**config.mk**
```make
export PLATFORM = sky130hd
export DESIGN_NAME = camera_link_serdes
export DESIGN_NICKNAME = d
export VERILOG_FILES = /design/src/camera_link_pkg.sv /design/src/camera_link_serdes.sv
export SDC_FILE = /design/constraint.sdc
export NUM_CORES = 1
export LEC_CHECK = 0
export ABC_AREA = 1
export BUFFER_PORTS_ARGS = -buffer_cell sky130_fd_sc_hd__buf_2
export CAP_MARGIN = 20
export CELL_PAD_IN_SITES_DETAIL_PLACEMENT = 1
export CELL_PAD_IN_SITES_GLOBAL_PLACEMENT = 1
export CORE_ASPECT_RATIO = 1.25
export CORE_UTILIZATION = 30
export CTS_CLUSTER_SIZE = 40
export DETAILED_ROUTE_END_ITERATION = 12
export GPL_TIMING_DRIVEN = 0
export PLACE_DENSITY = 0.59
export SETUP_SLACK_MARGIN = 0.02
export SYNTH_ARGS = -nofsm -noshare
export SYNTH_HDL_FRONTEND = slang
export SYNTH_SLANG_ARGS = --single-unit
```
**constraint.sdc**
```tcl
create_clock -name ref_clk -period 2.1 [get_ports ref_clk]
set_input_delay 0 -clock ref_clk [delete_from_list [all_inputs] [get_ports ref_clk]]
set_output_delay 0 -clock ref_clk [all_outputs]
set_load 0.005 [all_outputs]
```
**src/camera_link_pkg.sv**
```systemverilog
package camera_link_pkg;

  // Role codes on the two-bit configuration input; the other two codes are reserved.
  localparam logic [1:0] MODE_DESER       = 2'h0;
  localparam logic [1:0] MODE_SER         = 2'h1;

  localparam int         DATA_BITS        = 8;
  localparam int         WORD_BITS        = DATA_BITS + 2;

  localparam int         REF_CLK_MHZ      = 250;
  // Half period of the serial clock line; a longest time, so it rounds down.
  localparam int         SER_HALF_BIT_NS  = 8;
  localparam int         SER_HALF_BIT_CYC = (SER_HALF_BIT_NS * REF_CLK_MHZ / 1000 < 1) ? 1 :
                                            SER_HALF_BIT_NS * REF_CLK_MHZ / 1000;
  // Idle time of the serial clock between two words; a least time, so it rounds up.
  localparam int         WORD_GAP_NS      = 32;
  localparam int         WORD_GAP_CYC     = (WORD_GAP_NS * REF_CLK_MHZ + 999) / 1000;
  // Receiver restarts its bit count once the serial clock stays low this long.
  localparam int         RX_IDLE_CYC      = (WORD_GAP_CYC + 1) / 2;
  // Low phase of the regenerated pixel clock; a least time, so it rounds up.
  localparam int         PCLK_LOW_NS      = 16;
  localparam int         PCLK_LOW_CYC     = (PCLK_LOW_NS * REF_CLK_MHZ + 999) / 1000;

  localparam int         CNT_W            = 8;

  typedef struct packed {
    logic                 vsync;
    logic                 hsync;
    logic [DATA_BITS-1:0] data;
  } pixel_word_s;

  localparam pixel_word_s WORD_RESET      = '0;

  typedef enum logic [1:0] {TX_IDLE, TX_SHIFT, TX_GAP} tx_state_e;

endpackage

```
**src/camera_link_serdes.sv**
```systemverilog
`timescale 1ns/1ps
// Notes on behaviour
// Mode 00 deserializer, 01 serializer, others reserved.
// Low power-down input keeps device asleep.
// Power-down idles data, clock, auxiliary serial lines.
// Serializer drives serial data; deserializer receives.
// Serializer drives serial clock; deserializer receives.
// Pixel bus output as deserializer, input otherwise.
// Sync pins output as deserializer, input otherwise.
// Pixel clock sampled, or regenerated as deserializer.
// Auxiliary parallel clock: deserializer input, serializer output.
// Auxiliary serial clock travels opposite to pixels.
// Ten bits per word: data plus syncs.
// Capture on pixel edge; regenerate pixel clock.
// Reserved mode leaves all two-way pins undriven.
module camera_link_serdes (
  input  wire logic                                  ref_clk,
  input  wire logic                                  rstn,
  input  wire logic                                  ce,
  input  wire logic [1:0]                            mode_cfg,
  input  wire logic                                  power_down_n,
  input  wire logic [camera_link_pkg::DATA_BITS-1:0] pixel_data_bus_in,
  output logic      [camera_link_pkg::DATA_BITS-1:0] pixel_data_bus_out,
  output logic                                       pixel_data_bus_oe,
  input  wire logic                                  vertical_sync_pin_in,
  output logic                                       vertical_sync_pin_out,
  output logic                                       vertical_sync_pin_oe,
  input  wire logic                                  horizontal_sync_pin_in,
  output logic                                       horizontal_sync_pin_out,
  output logic                                       horizontal_sync_pin_oe,
  input  wire logic                                  pixel_clock_pin_in,
  output logic                                       pixel_clock_pin_out,
  output logic                                       pixel_clock_pin_oe,
  input  wire logic                                  aux_parallel_clock_pin_in,
  output logic                                       aux_parallel_clock_pin_out,
  output logic                                       aux_parallel_clock_pin_oe,
  input  wire logic                                  serial_data_line_in,
  output logic                                       serial_data_line_out,
  output logic                                       serial_data_line_oe,
  input  wire logic                                  serial_clock_line_in,
  output logic                                       serial_clock_line_out,
  output logic                                       serial_clock_line_oe,
  input  wire logic                                  aux_serial_clock_line_in,
  output logic                                       aux_serial_clock_line_out,
  output logic                                       aux_serial_clock_line_oe
);

  localparam int SYNC_W = 18;

  ////////////////////////////////////////////////////////////////////////////////
  // Input synchronisers.

  logic [SYNC_W-1:0]             meta_q;
  logic [SYNC_W-1:0]             sync_q;
  logic [SYNC_W-1:0]             raw_in;
  logic [1:0]                    mode_s;
  logic                          awake_s;
  camera_link_pkg::pixel_word_s  pix_s;
  logic                          pclk_s;
  logic                          auxp_s;
  logic                          sdata_s;
  logic                          sclk_s;
  logic                          auxs_s;
  logic                          pclk_d1_q;
  logic                          sclk_d1_q;
  logic                          role_ser;
  logic                          role_des;
  logic                          pclk_rise;
  logic                          sclk_rise;

  assign raw_in = {mode_cfg, power_down_n, vertical_sync_pin_in, horizontal_sync_pin_in, pixel_data_bus_in,
                   pixel_clock_pin_in, aux_parallel_clock_pin_in, serial_data_line_in, serial_clock_line_in,
                   aux_serial_clock_line_in};
  assign {mode_s, awake_s, pix_s, pclk_s, auxp_s, sdata_s, sclk_s, auxs_s} = sync_q;

  always_ff @(posedge ref_clk or negedge rstn) begin
    if (!rstn) begin
      meta_q    <= '0;
      sync_q    <= '0;
      pclk_d1_q <= 1'b0;
      sclk_d1_q <= 1'b0;
    end else if (ce) begin
      meta_q    <= raw_in;
      sync_q    <= meta_q;
      pclk_d1_q <= pclk_s;
      sclk_d1_q <= sclk_s;
    end
  end

  // role decode
  assign role_ser  = (mode_s == camera_link_pkg::MODE_SER);
  assign role_des  = (mode_s == camera_link_pkg::MODE_DESER);
  assign pclk_rise = pclk_s & ~pclk_d1_q;
  assign sclk_rise = sclk_s & ~sclk_d1_q;

  ////////////////////////////////////////////////////////////////////////////////
  // Serializer: word capture and shift-out.

  camera_link_pkg::pixel_word_s      pend_q;
  logic                              pend_valid_q;
  logic [camera_link_pkg::WORD_BITS-1:0] tx_shift_q;
  camera_link_pkg::tx_state_e        tx_state_q;
  logic [camera_link_pkg::CNT_W-1:0] tx_cnt_q;
  logic [3:0]                        tx_bit_q;
  logic                              tx_load;
  logic                              tx_run;

  assign tx_run  = role_ser & awake_s;
  assign tx_load = tx_run && (tx_state_q == camera_link_pkg::TX_IDLE) && pend_valid_q;

  // capture on pixel edge
  always_ff @(posedge ref_clk or negedge rstn) begin
    if (!rstn) begin
      pend_q       <= camera_link_pkg::WORD_RESET;
      pend_valid_q <= 1'b0;
    end else if (ce) begin
      if (tx_run && pclk_rise) begin
        pend_q       <= pix_s;
        pend_valid_q <= 1'b1;
      end else if (tx_load || !tx_run) begin
        pend_valid_q <= 1'b0;
      end
    end
  end

  // ten-bit word shifting
  always_ff @(posedge ref_clk or negedge rstn) begin
    if (!rstn) begin
      tx_state_q            <= camera_link_pkg::TX_IDLE;
      tx_shift_q            <= '0;
      tx_cnt_q              <= '0;
      tx_bit_q              <= '0;
      serial_clock_line_out <= 1'b0;
      serial_data_line_out  <= 1'b0;
    end else if (ce) begin
      if (!tx_run) begin
        tx_state_q            <= camera_link_pkg::TX_IDLE;
        serial_clock_line_out <= 1'b0;
        serial_data_line_out  <= 1'b0;
      end else begin
        case (tx_state_q)
          camera_link_pkg::TX_IDLE: begin
            if (tx_load) begin
              tx_shift_q           <= pend_q;
              serial_data_line_out <= pend_q[0];
              tx_cnt_q             <= '0;
              tx_bit_q             <= '0;
              tx_state_q           <= camera_link_pkg::TX_SHIFT;
            end
          end
          camera_link_pkg::TX_SHIFT: begin
            if (tx_cnt_q == camera_link_pkg::CNT_W'(camera_link_pkg::SER_HALF_BIT_CYC - 1)) begin
              tx_cnt_q              <= '0;
              serial_clock_line_out <= ~serial_clock_line_out;
              if (serial_clock_line_out) begin
                if (tx_bit_q == 4'(camera_link_pkg::WORD_BITS - 1)) begin
                  tx_state_q <= camera_link_pkg::TX_GAP;
                end else begin
                  tx_bit_q             <= tx_bit_q + 4'h1;
                  serial_data_line_out <= tx_shift_q[tx_bit_q + 4'h1];
                end
              end
            end else begin
              tx_cnt_q <= tx_cnt_q + 1'b1;
            end
          end
          camera_link_pkg::TX_GAP: begin
            if (tx_cnt_q == camera_link_pkg::CNT_W'(camera_link_pkg::WORD_GAP_CYC - 1)) begin
              tx_cnt_q   <= '0;
              tx_state_q <= camera_link_pkg::TX_IDLE;
            end else begin
              tx_cnt_q <= tx_cnt_q + 1'b1;
            end
          end
          default: tx_state_q <= camera_link_pkg::TX_IDLE;
        endcase
      end
    end
  end

  ////////////////////////////////////////////////////////////////////////////////
  // Deserializer: word assembly and pixel clock regeneration.

  logic [camera_link_pkg::WORD_BITS-1:0] rx_shift_q;
  logic [3:0]                        rx_bit_q;
  logic [camera_link_pkg::CNT_W-1:0] rx_idle_q;
  logic [camera_link_pkg::CNT_W-1:0] pclk_cnt_q;
  logic                              rx_run;
  logic                              rx_done;
  camera_link_pkg::pixel_word_s      rx_word;

  assign rx_run  = role_des & awake_s;
  assign rx_done = rx_run && sclk_rise && (rx_bit_q == 4'(camera_link_pkg::WORD_BITS - 1));
  assign rx_word = {sdata_s, rx_shift_q[camera_link_pkg::WORD_BITS-2:0]};

  // Bit count restarts after an idle gap so a lost edge costs at most one word.
  always_ff @(posedge ref_clk or negedge rstn) begin
    if (!rstn) begin
      rx_shift_q <= '0;
      rx_bit_q   <= '0;
      rx_idle_q  <= '0;
    end else if (ce) begin
      if (!rx_run) begin
        rx_bit_q  <= '0;
        rx_idle_q <= '0;
      end else if (sclk_rise) begin
        rx_idle_q            <= '0;
        rx_shift_q[rx_bit_q] <= sdata_s;
        rx_bit_q             <= rx_done ? 4'h0 : rx_bit_q + 4'h1;
      end else if (!sclk_s) begin
        if (rx_idle_q == camera_link_pkg::CNT_W'(camera_link_pkg::RX_IDLE_CYC)) begin
          rx_bit_q <= '0;
        end else begin
          rx_idle_q <= rx_idle_q + 1'b1;
        end
      end
    end
  end

  // regenerated pixel clock
  always_ff @(posedge ref_clk or negedge rstn) begin
    if (!rstn) begin
      pixel_data_bus_out      <= '0;
      vertical_sync_pin_out   <= 1'b0;
      horizontal_sync_pin_out <= 1'b0;
      pixel_clock_pin_out     <= 1'b0;
      pclk_cnt_q              <= '0;
    end else if (ce) begin
      if (rx_done) begin
        // restore all ten bits
        pixel_data_bus_out      <= rx_word.data;
        vertical_sync_pin_out   <= rx_word.vsync;
        horizontal_sync_pin_out <= rx_word.hsync;
        pixel_clock_pin_out     <= 1'b0;
        pclk_cnt_q              <= '0;
      end else if (!pixel_clock_pin_out) begin
        if (pclk_cnt_q == camera_link_pkg::CNT_W'(camera_link_pkg::PCLK_LOW_CYC - 1)) begin
          pixel_clock_pin_out <= 1'b1;
        end else begin
          pclk_cnt_q <= pclk_cnt_q + 1'b1;
        end
      end
    end
  end

  ////////////////////////////////////////////////////////////////////////////////
  // Pin direction and auxiliary clock transport.

  // direction control
  always_ff @(posedge ref_clk or negedge rstn) begin
    if (!rstn) begin
      pixel_data_bus_oe          <= 1'b0;
      vertical_sync_pin_oe       <= 1'b0;
      horizontal_sync_pin_oe     <= 1'b0;
      pixel_clock_pin_oe         <= 1'b0;
      aux_parallel_clock_pin_oe  <= 1'b0;
      serial_data_line_oe        <= 1'b0;
      serial_clock_line_oe       <= 1'b0;
      aux_serial_clock_line_oe   <= 1'b0;
      aux_parallel_clock_pin_out <= 1'b0;
      aux_serial_clock_line_out  <= 1'b0;
    end else if (ce) begin
      pixel_data_bus_oe          <= role_des;
      vertical_sync_pin_oe       <= role_des;
      horizontal_sync_pin_oe     <= role_des;
      pixel_clock_pin_oe         <= role_des;
      aux_parallel_clock_pin_oe  <= role_ser;
      serial_data_line_oe        <= tx_run;
      serial_clock_line_oe       <= tx_run;
      aux_serial_clock_line_oe   <= rx_run;
      aux_parallel_clock_pin_out <= role_ser & auxs_s;
      aux_serial_clock_line_out  <= rx_run & auxp_s;
    end
  end
endmodule // camera_link_serdes

```
# Word level (Yosys, flattened, before mapping)
# Index checks and enable logic that the tools add are counted.
# Widths: inputs -> output; s select.
# totals
reg_bits,122
latch_bits,0
ramBits,0
rom_bits,0
inputBits,21
word_cells,145
mem_count,0
# op_classes
add_sub_neg,5
n_mul,0
div,0
magnitude_cmp,3
n_eq_ne,27
n_shift,0
n_mux,47
n_bitwise,9
n_reduce_logical,26
# ops
operator,count
$mux 8,10
$mux 4,9
$add 8x1->8 const B,3
$ne 3x3->1 const B,8
$pmux 8 s3,1
$eq 8x3->1 const B,2
$mux 1,15
$reduce_and 3->1,5
$mux 2,6
$reduce_and 6->1,2
$bwmux 10,1
$lt 4x5->1 const B,2
$ne 2x2->1 const B,5
$add 4x1->4 const B,2
$eq 4x4->1 const B,2
$eq 8x1->1 const B,1
$eq 8x2->1 const B,1
$pmux 4 s2,1
$reduce_and 4->1,2
$reduce_and 7->1,1
$and 1x1->1,6
$logic_and 1x1->1,6
$ne 2x1->1 const B,3
$pmux 2 s3,1
other kinds (15),22

# Depth between registers and ports, before layout
# Gate-level depths: netlist of run 1.
# depth
depth_word,8
depth_mapped,12

# Least setup slack after synthesis of run 1
# Ideal clock, no wire load.
# synth_path
kind,reg-to-reg
start,reg rx_bit_q[1]
end,reg horizontal_sync_pin_out
setup_ns,0.118
arrival_time_ns,1.423
required_ns,1.982
path_slack_ns,0.559
stages_incl_launch_ff,9
period_less_slack_ns,1.541
path_cell_list,dfrtp_1 > inv_1 > ha_1 > nand3_1 > inv_1 > nand2_4 > nor2_8 > mux2i_1 > inv_1
# synth_via
elab_chain_cells,3
# synth_rtl
element,line_no,text
start: declaration,camera_link_serdes.sv:185,logic [3:0] rx_bit_q;
start signal: assignment,camera_link_serdes.sv:209,rx_bit_q <= rx_done ? 4'h0 : rx_bit_q + 4'h1;
$eq 4x4->1,camera_link_serdes.sv:193,assign rx_done = rx_run && sclk_rise && (rx_bit_q == 4'(camera_link_pkg::WORD_BITS - 1));
$logic_and 1x1->1,camera_link_serdes.sv:193,
$reduce_and 2->1 (no line),-,
end signal: assignment,camera_link_serdes.sv:233,horizontal_sync_pin_out <= rx_word.hsync;
end: declaration,camera_link_serdes.sv:29,"output logic horizontal_sync_pin_out,"
# Every way passes these cells.
# A chain may end at the register's enable or synchronous reset.

# Worst setup path in the final report of run 1
# layout_path
start,reg rx_bit_q[1]
end,reg pclk_cnt_q[5] in the netlist's numbering
# layout_via
elab_chain_cells,4
elab_cells_between_ends,6
classes_between,eq/ne (3); mux (1); reduce/logical (2)
# layout_rtl
element,line_no,text
$eq 4x4->1 (*),camera_link_serdes.sv:193,
$logic_and 1x1->1 (*),camera_link_serdes.sv:193,
$ne 2x2->1 (no line) or $ne 2x1->1 (tied branches),-,
$reduce_and 3->1 (no line),-,
end signal: assignment,camera_link_serdes.sv:240,pclk_cnt_q <= pclk_cnt_q + 1'b1;
end: declaration,camera_link_serdes.sv:187,logic [camera_link_pkg::CNT_W-1:0] pclk_cnt_q;
# Every way passes the cells marked *; elsewhere a longest branch is shown, timed or not.

==> run_results.csv, run 1 <==
group,metric,value,unit
finish,mostFrequentLayoutCell,"nand2_1",
timing,period_share,0.8977,
die,chipHeight,156.4,um
die,dieArea,0.01963,mm^2
finish,antenna_cells,0,
drt,drt_iter0_drc,162,
pwr,cellLeakagePower,3.592,nW
drt,drtAntennaViolNets,0,
pwr,peakVddDrop,0.0004713,V
die,rows,56,
clock_network,clkLatencyLatePin,0.42,ns
logic_synthesis,yosysSeqAreaShare,0.5292,
finish,areaGrowthSynthToFinish,25.17,%
grt,grt_pass1_vias,5045,
timing,setup_viol,0,
finish,mostFrequentLayoutCells,"nand2_1, dfrtp_1, inv_1, o21ai_0, nand3_1",
critical_path,path_max_fanout,10,
placement,place_hpwl,10060,um
placement,port-buffer-count,42,
die,start_util,0.3058,
run,drv_cap,0,
clock_network,cts_tree,"yes",
clock_network,clock_sinks,121,
logic_synthesis,postSynthCellCount,667,
grt,grt_pass1_wl,24420,um
grt,grt_use_met2,0.2812,
logic_synthesis,synth_cell_type_count,39,
drt,drc,2,
critical_path,cp-end-kind,"flip-flop",
timing,rsz0062_at_grt,"no",
pwr,powerDensity,1011,mW/mm^2
logic_synthesis,synth_fp_nets,703,
finish,fill_cells,2204,
finish,drive_above_1_share,0.1339,
timing,slew_headroom,0.6438,
drt,vias_per_cell,4.631,
timing,period_needed,1.885,ns
clock_network,h-tree-depth,4,
drt,avgRoutedWirePerCell,14.09,um
clock_network,path_clk_slew,0.06,ns
finish,fin_util,0.3828,
clock_network,cts_buffers,17,
grt,met3_usage,0.03282,
grt,use_met1,0.1838,
critical_path,required,2.42,ns
status,status,"finished, violations left",
grt,grt-ovfl-total,0,
hold_path,holdCritPathClass,"in -> async",
timing,fin_skew,0.006533,ns
drt,route.vias.total,4603,
critical_path,worstSetupPathType,"reg -> reg",
die,die_width,125.5,um
grt,track_usage,0.1578,
critical_path,critPathLaunchType,"flip-flop",
timing,timing.fmax,0.5305,GHz
logic_synthesis,synth_seq_cells,121,
timing,drv_slew,0,
grt,grt-busiest-layer,"met2",
drt,finalWirelength,14010,um
status,violations,"DRC",
die,coreArea,0.01871,mm^2
placement,gp_congestion,0.7818,
logic_synthesis,yosys_warnings,0,
drt,dr.pass1.iters,8,
timing,tightest_slew,0.5315,ns
clock_network,cts_resized,0,
finish,layout.nets,785,
critical_path,worstPathArrival,2.21,ns
grt,grt_start_max_net_pins,78,
pwr,power,7.242,mW
die,pin_count,44,
grt,grt_antenna_before_repair,0,
timing,hold_violations,0,
clock_network,cts.path.max_buffers,2,
clock_network,clock-root-buffer,"clkbuf_16",
logic_synthesis,netlist_area,0.005722,mm^2
logic_synthesis,syn_area_per_cell,8.578,um^2
==> flip-flops by register name, summed over array words and instances, names as in the netlist, 9 cells and up <==
register	cells
meta_q	18
sync_q	18
pend_q	10
tx_shift_q	10
rx_shift_q	9
==> worst max-delay path, stage by stage, from the launching register on <==
cell     delay, ns
dfrtp_1       0.43
inv_1         0.12
ha_1          0.21
nand3_1       0.14
inv_1         0.14
nand2_4       0.14
a21oi_4       0.25
buf_6         0.17
nand3_1       0.08
o21ai_0       0.11
==> layer usage <==
layer,wire length (um),up-vias
met3,325,20
met4,290,0
li1,-,2282
met2,7360,48
met5,0,-
met1,6030,2253
==> power by group <==
part           internal, mW  switching (mW)
sequential             2.62           0.216
clock                  2.39            1.11
combinational         0.351           0.555
==> per-stage QoR <==
stage,setup TNS (ns),cells,instance area (um^2),worst slack (ns),hold WS (ns)
after floorplan,0,667,5722,0.5586,-0.2956
after global placement,-73.76,941,6222,-0.6178,0.2048
after detailed placement,0,942,6256,0.1913,-0.03187
after CTS,0,994,7162,0.1919,0.09589
after global routing,0,994,7162,0.06189,0.1218
final,0,994,7162,0.2148,0.08331
==> cells by family (layout without fill, tap and decap cells) <==
logic type	count (synthesis)	count (layout)	synth area share
compound gates	95	95	0.09010
xor+xnor	13	13	0.01990
fa+ha+maj	15	15	0.03280
buf+inv	111	206	0.08047
flops	121	121	0.5292
mux	11	11	0.01946
simple gates	301	301	0.2281
==> repair_timing <==
| item | 4_1_cts | 5_1_grt |
|---|---|---|
| setup endpoints to repair | 0 | 0 |
| endpoints found under the hold margin | 141 | 0 |
| buffers inserted | 0 | 0 |
| hold buffers | 20 | 0 |
==> area by class of cell <==
class	instances	area, um^2	share of cell area
tap	232	290.3	0.04053
buffer	21	120.1	0.01677
clock inverter	14	266.5	0.03721
timing repair buffer	63	444.2	0.06202
sequential	121	3028	0.4228
inverter	90	340.3	0.04752
clock buffer	18	439.2	0.06132
multi-input combinational	435	2233	0.3118
==> synth_stat cells (all sizes together) <==
cell	number	area, um^2
nand4	4	25.02
o22ai	3	18.77
a21oi	10	61.31
buf	12	85.08
inv	90	340.3
ha	15	187.7
xnor2	1	8.760
nor2	34	161.4
o31ai	4	30.03
nor3	5	41.29
a22oi	4	30.03
o21ai	72	360.3
xor2	12	105.1
o21a	1	7.510
mux2i	10	100.1
nor3b	2	15.01
clkbuf	9	35.03
dfrtp	121	3028
nand3b	2	15.01
nand2	203	779.5
mux2	1	11.26
nand3	51	267.8
a211oi	1	7.510
==> worst paths after layout <==
check	startpoint	end	slack (ns)	cells past startpoint
hold / removal	rstn	tx_bit_q[3]	0.08	2
setup / recovery	rx_bit_q[1]	pclk_cnt_q[5]	0.21	9
hold reg to reg	meta_q[15]	meta_q[15]	0.47	2
min in group ref_clk	horizontal_sync_pin_in	meta_q[13]	0.33	4
max in group asynchronous	rstn	aux_parallel_clock_pin_out	1.28	3
setup reg to reg	rx_bit_q[1]	pclk_cnt_q[5]	0.21	9
No activity file was read; power rests on OpenSTA's default activity.
==> run 2: changes to the inputs <==
--- a/config.mk
+++ b/config.mk
@@ -11,11 +11,11 @@
 export CELL_PAD_IN_SITES_DETAIL_PLACEMENT = 1
 export CELL_PAD_IN_SITES_GLOBAL_PLACEMENT = 1
 export CORE_ASPECT_RATIO = 1.25
-export CORE_UTILIZATION = 30
+export CORE_UTILIZATION = 40
 export CTS_CLUSTER_SIZE = 40
 export DETAILED_ROUTE_END_ITERATION = 12
 export GPL_TIMING_DRIVEN = 0
-export PLACE_DENSITY = 0.59
+export PLACE_DENSITY = 0.74
 export SETUP_SLACK_MARGIN = 0.02
 export SYNTH_ARGS = -nofsm -noshare
 export SYNTH_HDL_FRONTEND = slang
==> constraint.sdc (replaced) <==
create_clock -name ref_clk -period 2.2 [get_ports ref_clk]
set_input_delay 0 -clock ref_clk [delete_from_list [all_inputs] [get_ports ref_clk]]
set_output_delay 0 -clock ref_clk [all_outputs]
set_load 0.005 [all_outputs]
==> run_results.csv, run 2 (same netlist as run 1, synthesis figures left out) <==
group,metric,value,unit
status,status,"finished clean",
grt,grt_start_max_net_pins,103,
timing,setup_ws,0.3767,ns
pwr,intPower,4.665,mW
drt,dr.pass1.iters,4,
critical_path,reg2reg_depth,8,
hold_path,hp-start,"serial_clock_line_in",
drt,avgRoutedWirePerCell,14.89,um
timing,tightest_slew,0.5445,ns
clock_network,h-tree-depth,4,
timing,rsz0062_at_grt,"no",
die,chipHeight,135.7,um
die,coreArea,0.01387,mm^2
timing,drv_slew,0,
timing,timing.fmax,0.5484,GHz
finish,top_regs,"meta_q (18), sync_q (18)",
finish,mostFrequentLayoutCell,"nand2_1",
hold_path,holdCritPathClass,"in -> reg",
finish,fin_util,0.5040,
clock_network,cts_buffers,17,
critical_path,worstSetupPathType,"reg -> reg",
finish,mostFrequentLayoutCells,"nand2_1, dfrtp_1, inv_1, o21ai_0, nand3_1",
critical_path,timing.rr.end,"pixel_data_bus_out[6]",
critical_path,reg2reg_slack,0.38,ns
drt,drtAntennaViolNets,0,
finish,areaGrowthSynthToFinish,22.20,%
die,rows,48,
drt,drc,0,
pwr,p_sw,1.717,mW
critical_path,critPathLaunchType,"flip-flop",
critical_path,cp-end-kind,"flip-flop",
pwr,seq_power_share,0.425,
timing,period_share,0.8288,
finish,drive_above_1_share,0.1284,
pwr,peakVddDrop,0.0005169,V
timing,slew_headroom,0.6350,
placement,place_hpwl,9594,um
pwr,swShare,0.2691,
critical_path,path_max_fanout,10,
grt,grt_pass1_vias,5251,
die,pin_count,44,
finish,fill_cells,1629,
grt,track_usage,0.2159,
clock_network,cts_tree,"yes",
timing,setup_tns,0,ns
pwr,cellLeakagePower,3.548,nW
grt,grt_pass1_wl,24580,um
pwr,pwr-share-clk,0.438,
timing,fin_skew,0.007385,ns
finish,antenna_cells,0,
grt,grt_antenna_before_repair,0,
hold_path,min_path_cells,4,
grt,grt-ovfl-total,0,
critical_path,worstPathArrival,2.12,ns
timing,period_needed,1.823,ns
clock_network,clkLatencyLatePin,0.41,ns
clock_network,cts.path.max_buffers,2,
clock_network,path_clk_slew,0.06,ns
clock_network,clock_sinks,121,
pwr,powerDensity,912.8,mW/mm^2
pwr,p_comb_frac,0.137,
drt,drt_iter0_drc,171,
placement,gp_congestion,0.8004,
critical_path,regToRegStartpoint,"rx_bit_q[1]",
run,drv_cap,0,
die,dieArea,0.01479,mm^2
clock_network,clock-root-buffer,"clkbuf_16",
drt,finalWirelength,13970,um
critical_path,required,2.50,ns
finish,layout.nets,787,
hold_path,min_to,"meta_q[1]",
timing,hold_violations,0,
drt,route.vias.total,4641,
timing,setup_viol,0,
die,die_width,109.0,um
clock_network,cts_setup_buffers,0,
die,start_util,0.4124,
pwr,power,6.382,mW
placement,port-buffer-count,42,
placement,pre_cts_slack,0.3452,ns
drt,vias_per_cell,4.948,
-- run 2: final cells by class --
class,count,area (um^2),area share
multi-input combinational,435,2233,0.3194
inverter,90,340.3,0.04868
clock buffer,22,464.2,0.06639
buffer,21,120.1,0.01718
tap,175,219.0,0.03132
timing repair buffer,65,464.2,0.06639
sequential,121,3028,0.4331
clock inverter,9,122.6,0.01754
-- run 2: layer usage --
layer / global-route usage / share of wire / vias up
met4: 0.07207 / 0.018 / 0
met1: 0.2412 / 0.41 / 2287
met3: 0.05243 / 0.025 / 20
li1: - / - / 2274
met5: 0 / 0 / -
met2: 0.3945 / 0.55 / 60
-- run 2: power groups by stage --
stage	sequential (mW)	combinational, mW	clock [mW]
finish	2.71	0.877	2.79
global route	2.74	1.01	2.95
CTS	2.71	0.892	2.86
detailed placement	2.74	0.850	0
global placement	2.73	0.793	0
floorplan	2.69	0.586	0
-- run 2: worst max-delay path: stages, from the launching register on --
cell and delay [ns]:
dfrtp_1 0.41, inv_1 0.10, ha_1 0.21, nand3_1 0.14
inv_1 0.15, nand2_4 0.15, nor2_8 0.25, mux2i_1 0.22
inv_1 0.06
-- run 2: metrics by stage --
step	cells	hold WS (ns)	cell area, um^2
floorplan	667	-0.2956	5722
global placement	884	0.2045	6151
detailed placement	885	-0.1335	6185
CTS	938	0.3235	6992
global route	938	0.3561	6992
finish	938	0.3374	6992
-- run 2: worst max path at each step --
stage | from | to | slack, ns | depth (start not counted)
3_3_place_gp | rstn | pixel_data_bus_out[2] | -0.43 | 1
6_report | rx_bit_q[1] | pixel_data_bus_out[6] | 0.38 | 8
3_5_place_dp | rx_bit_q[1] | vertical_sync_pin_out | 0.35 | 8
2_1_floorplan | rx_bit_q[1] | horizontal_sync_pin_out | 0.66 | 8
5_1_grt | tx_state_q[1] | tx_state_q[0] | 0.18 | 8
4_1_cts | rx_bit_q[1] | pixel_data_bus_out[6] | 0.36 | 8
-- run 2: what timing repair did --
action | in CTS | in global routing
hold buffers | 22 | 0
endpoints found under the hold margin | 141 | 0
resized for setup | 0 | 0
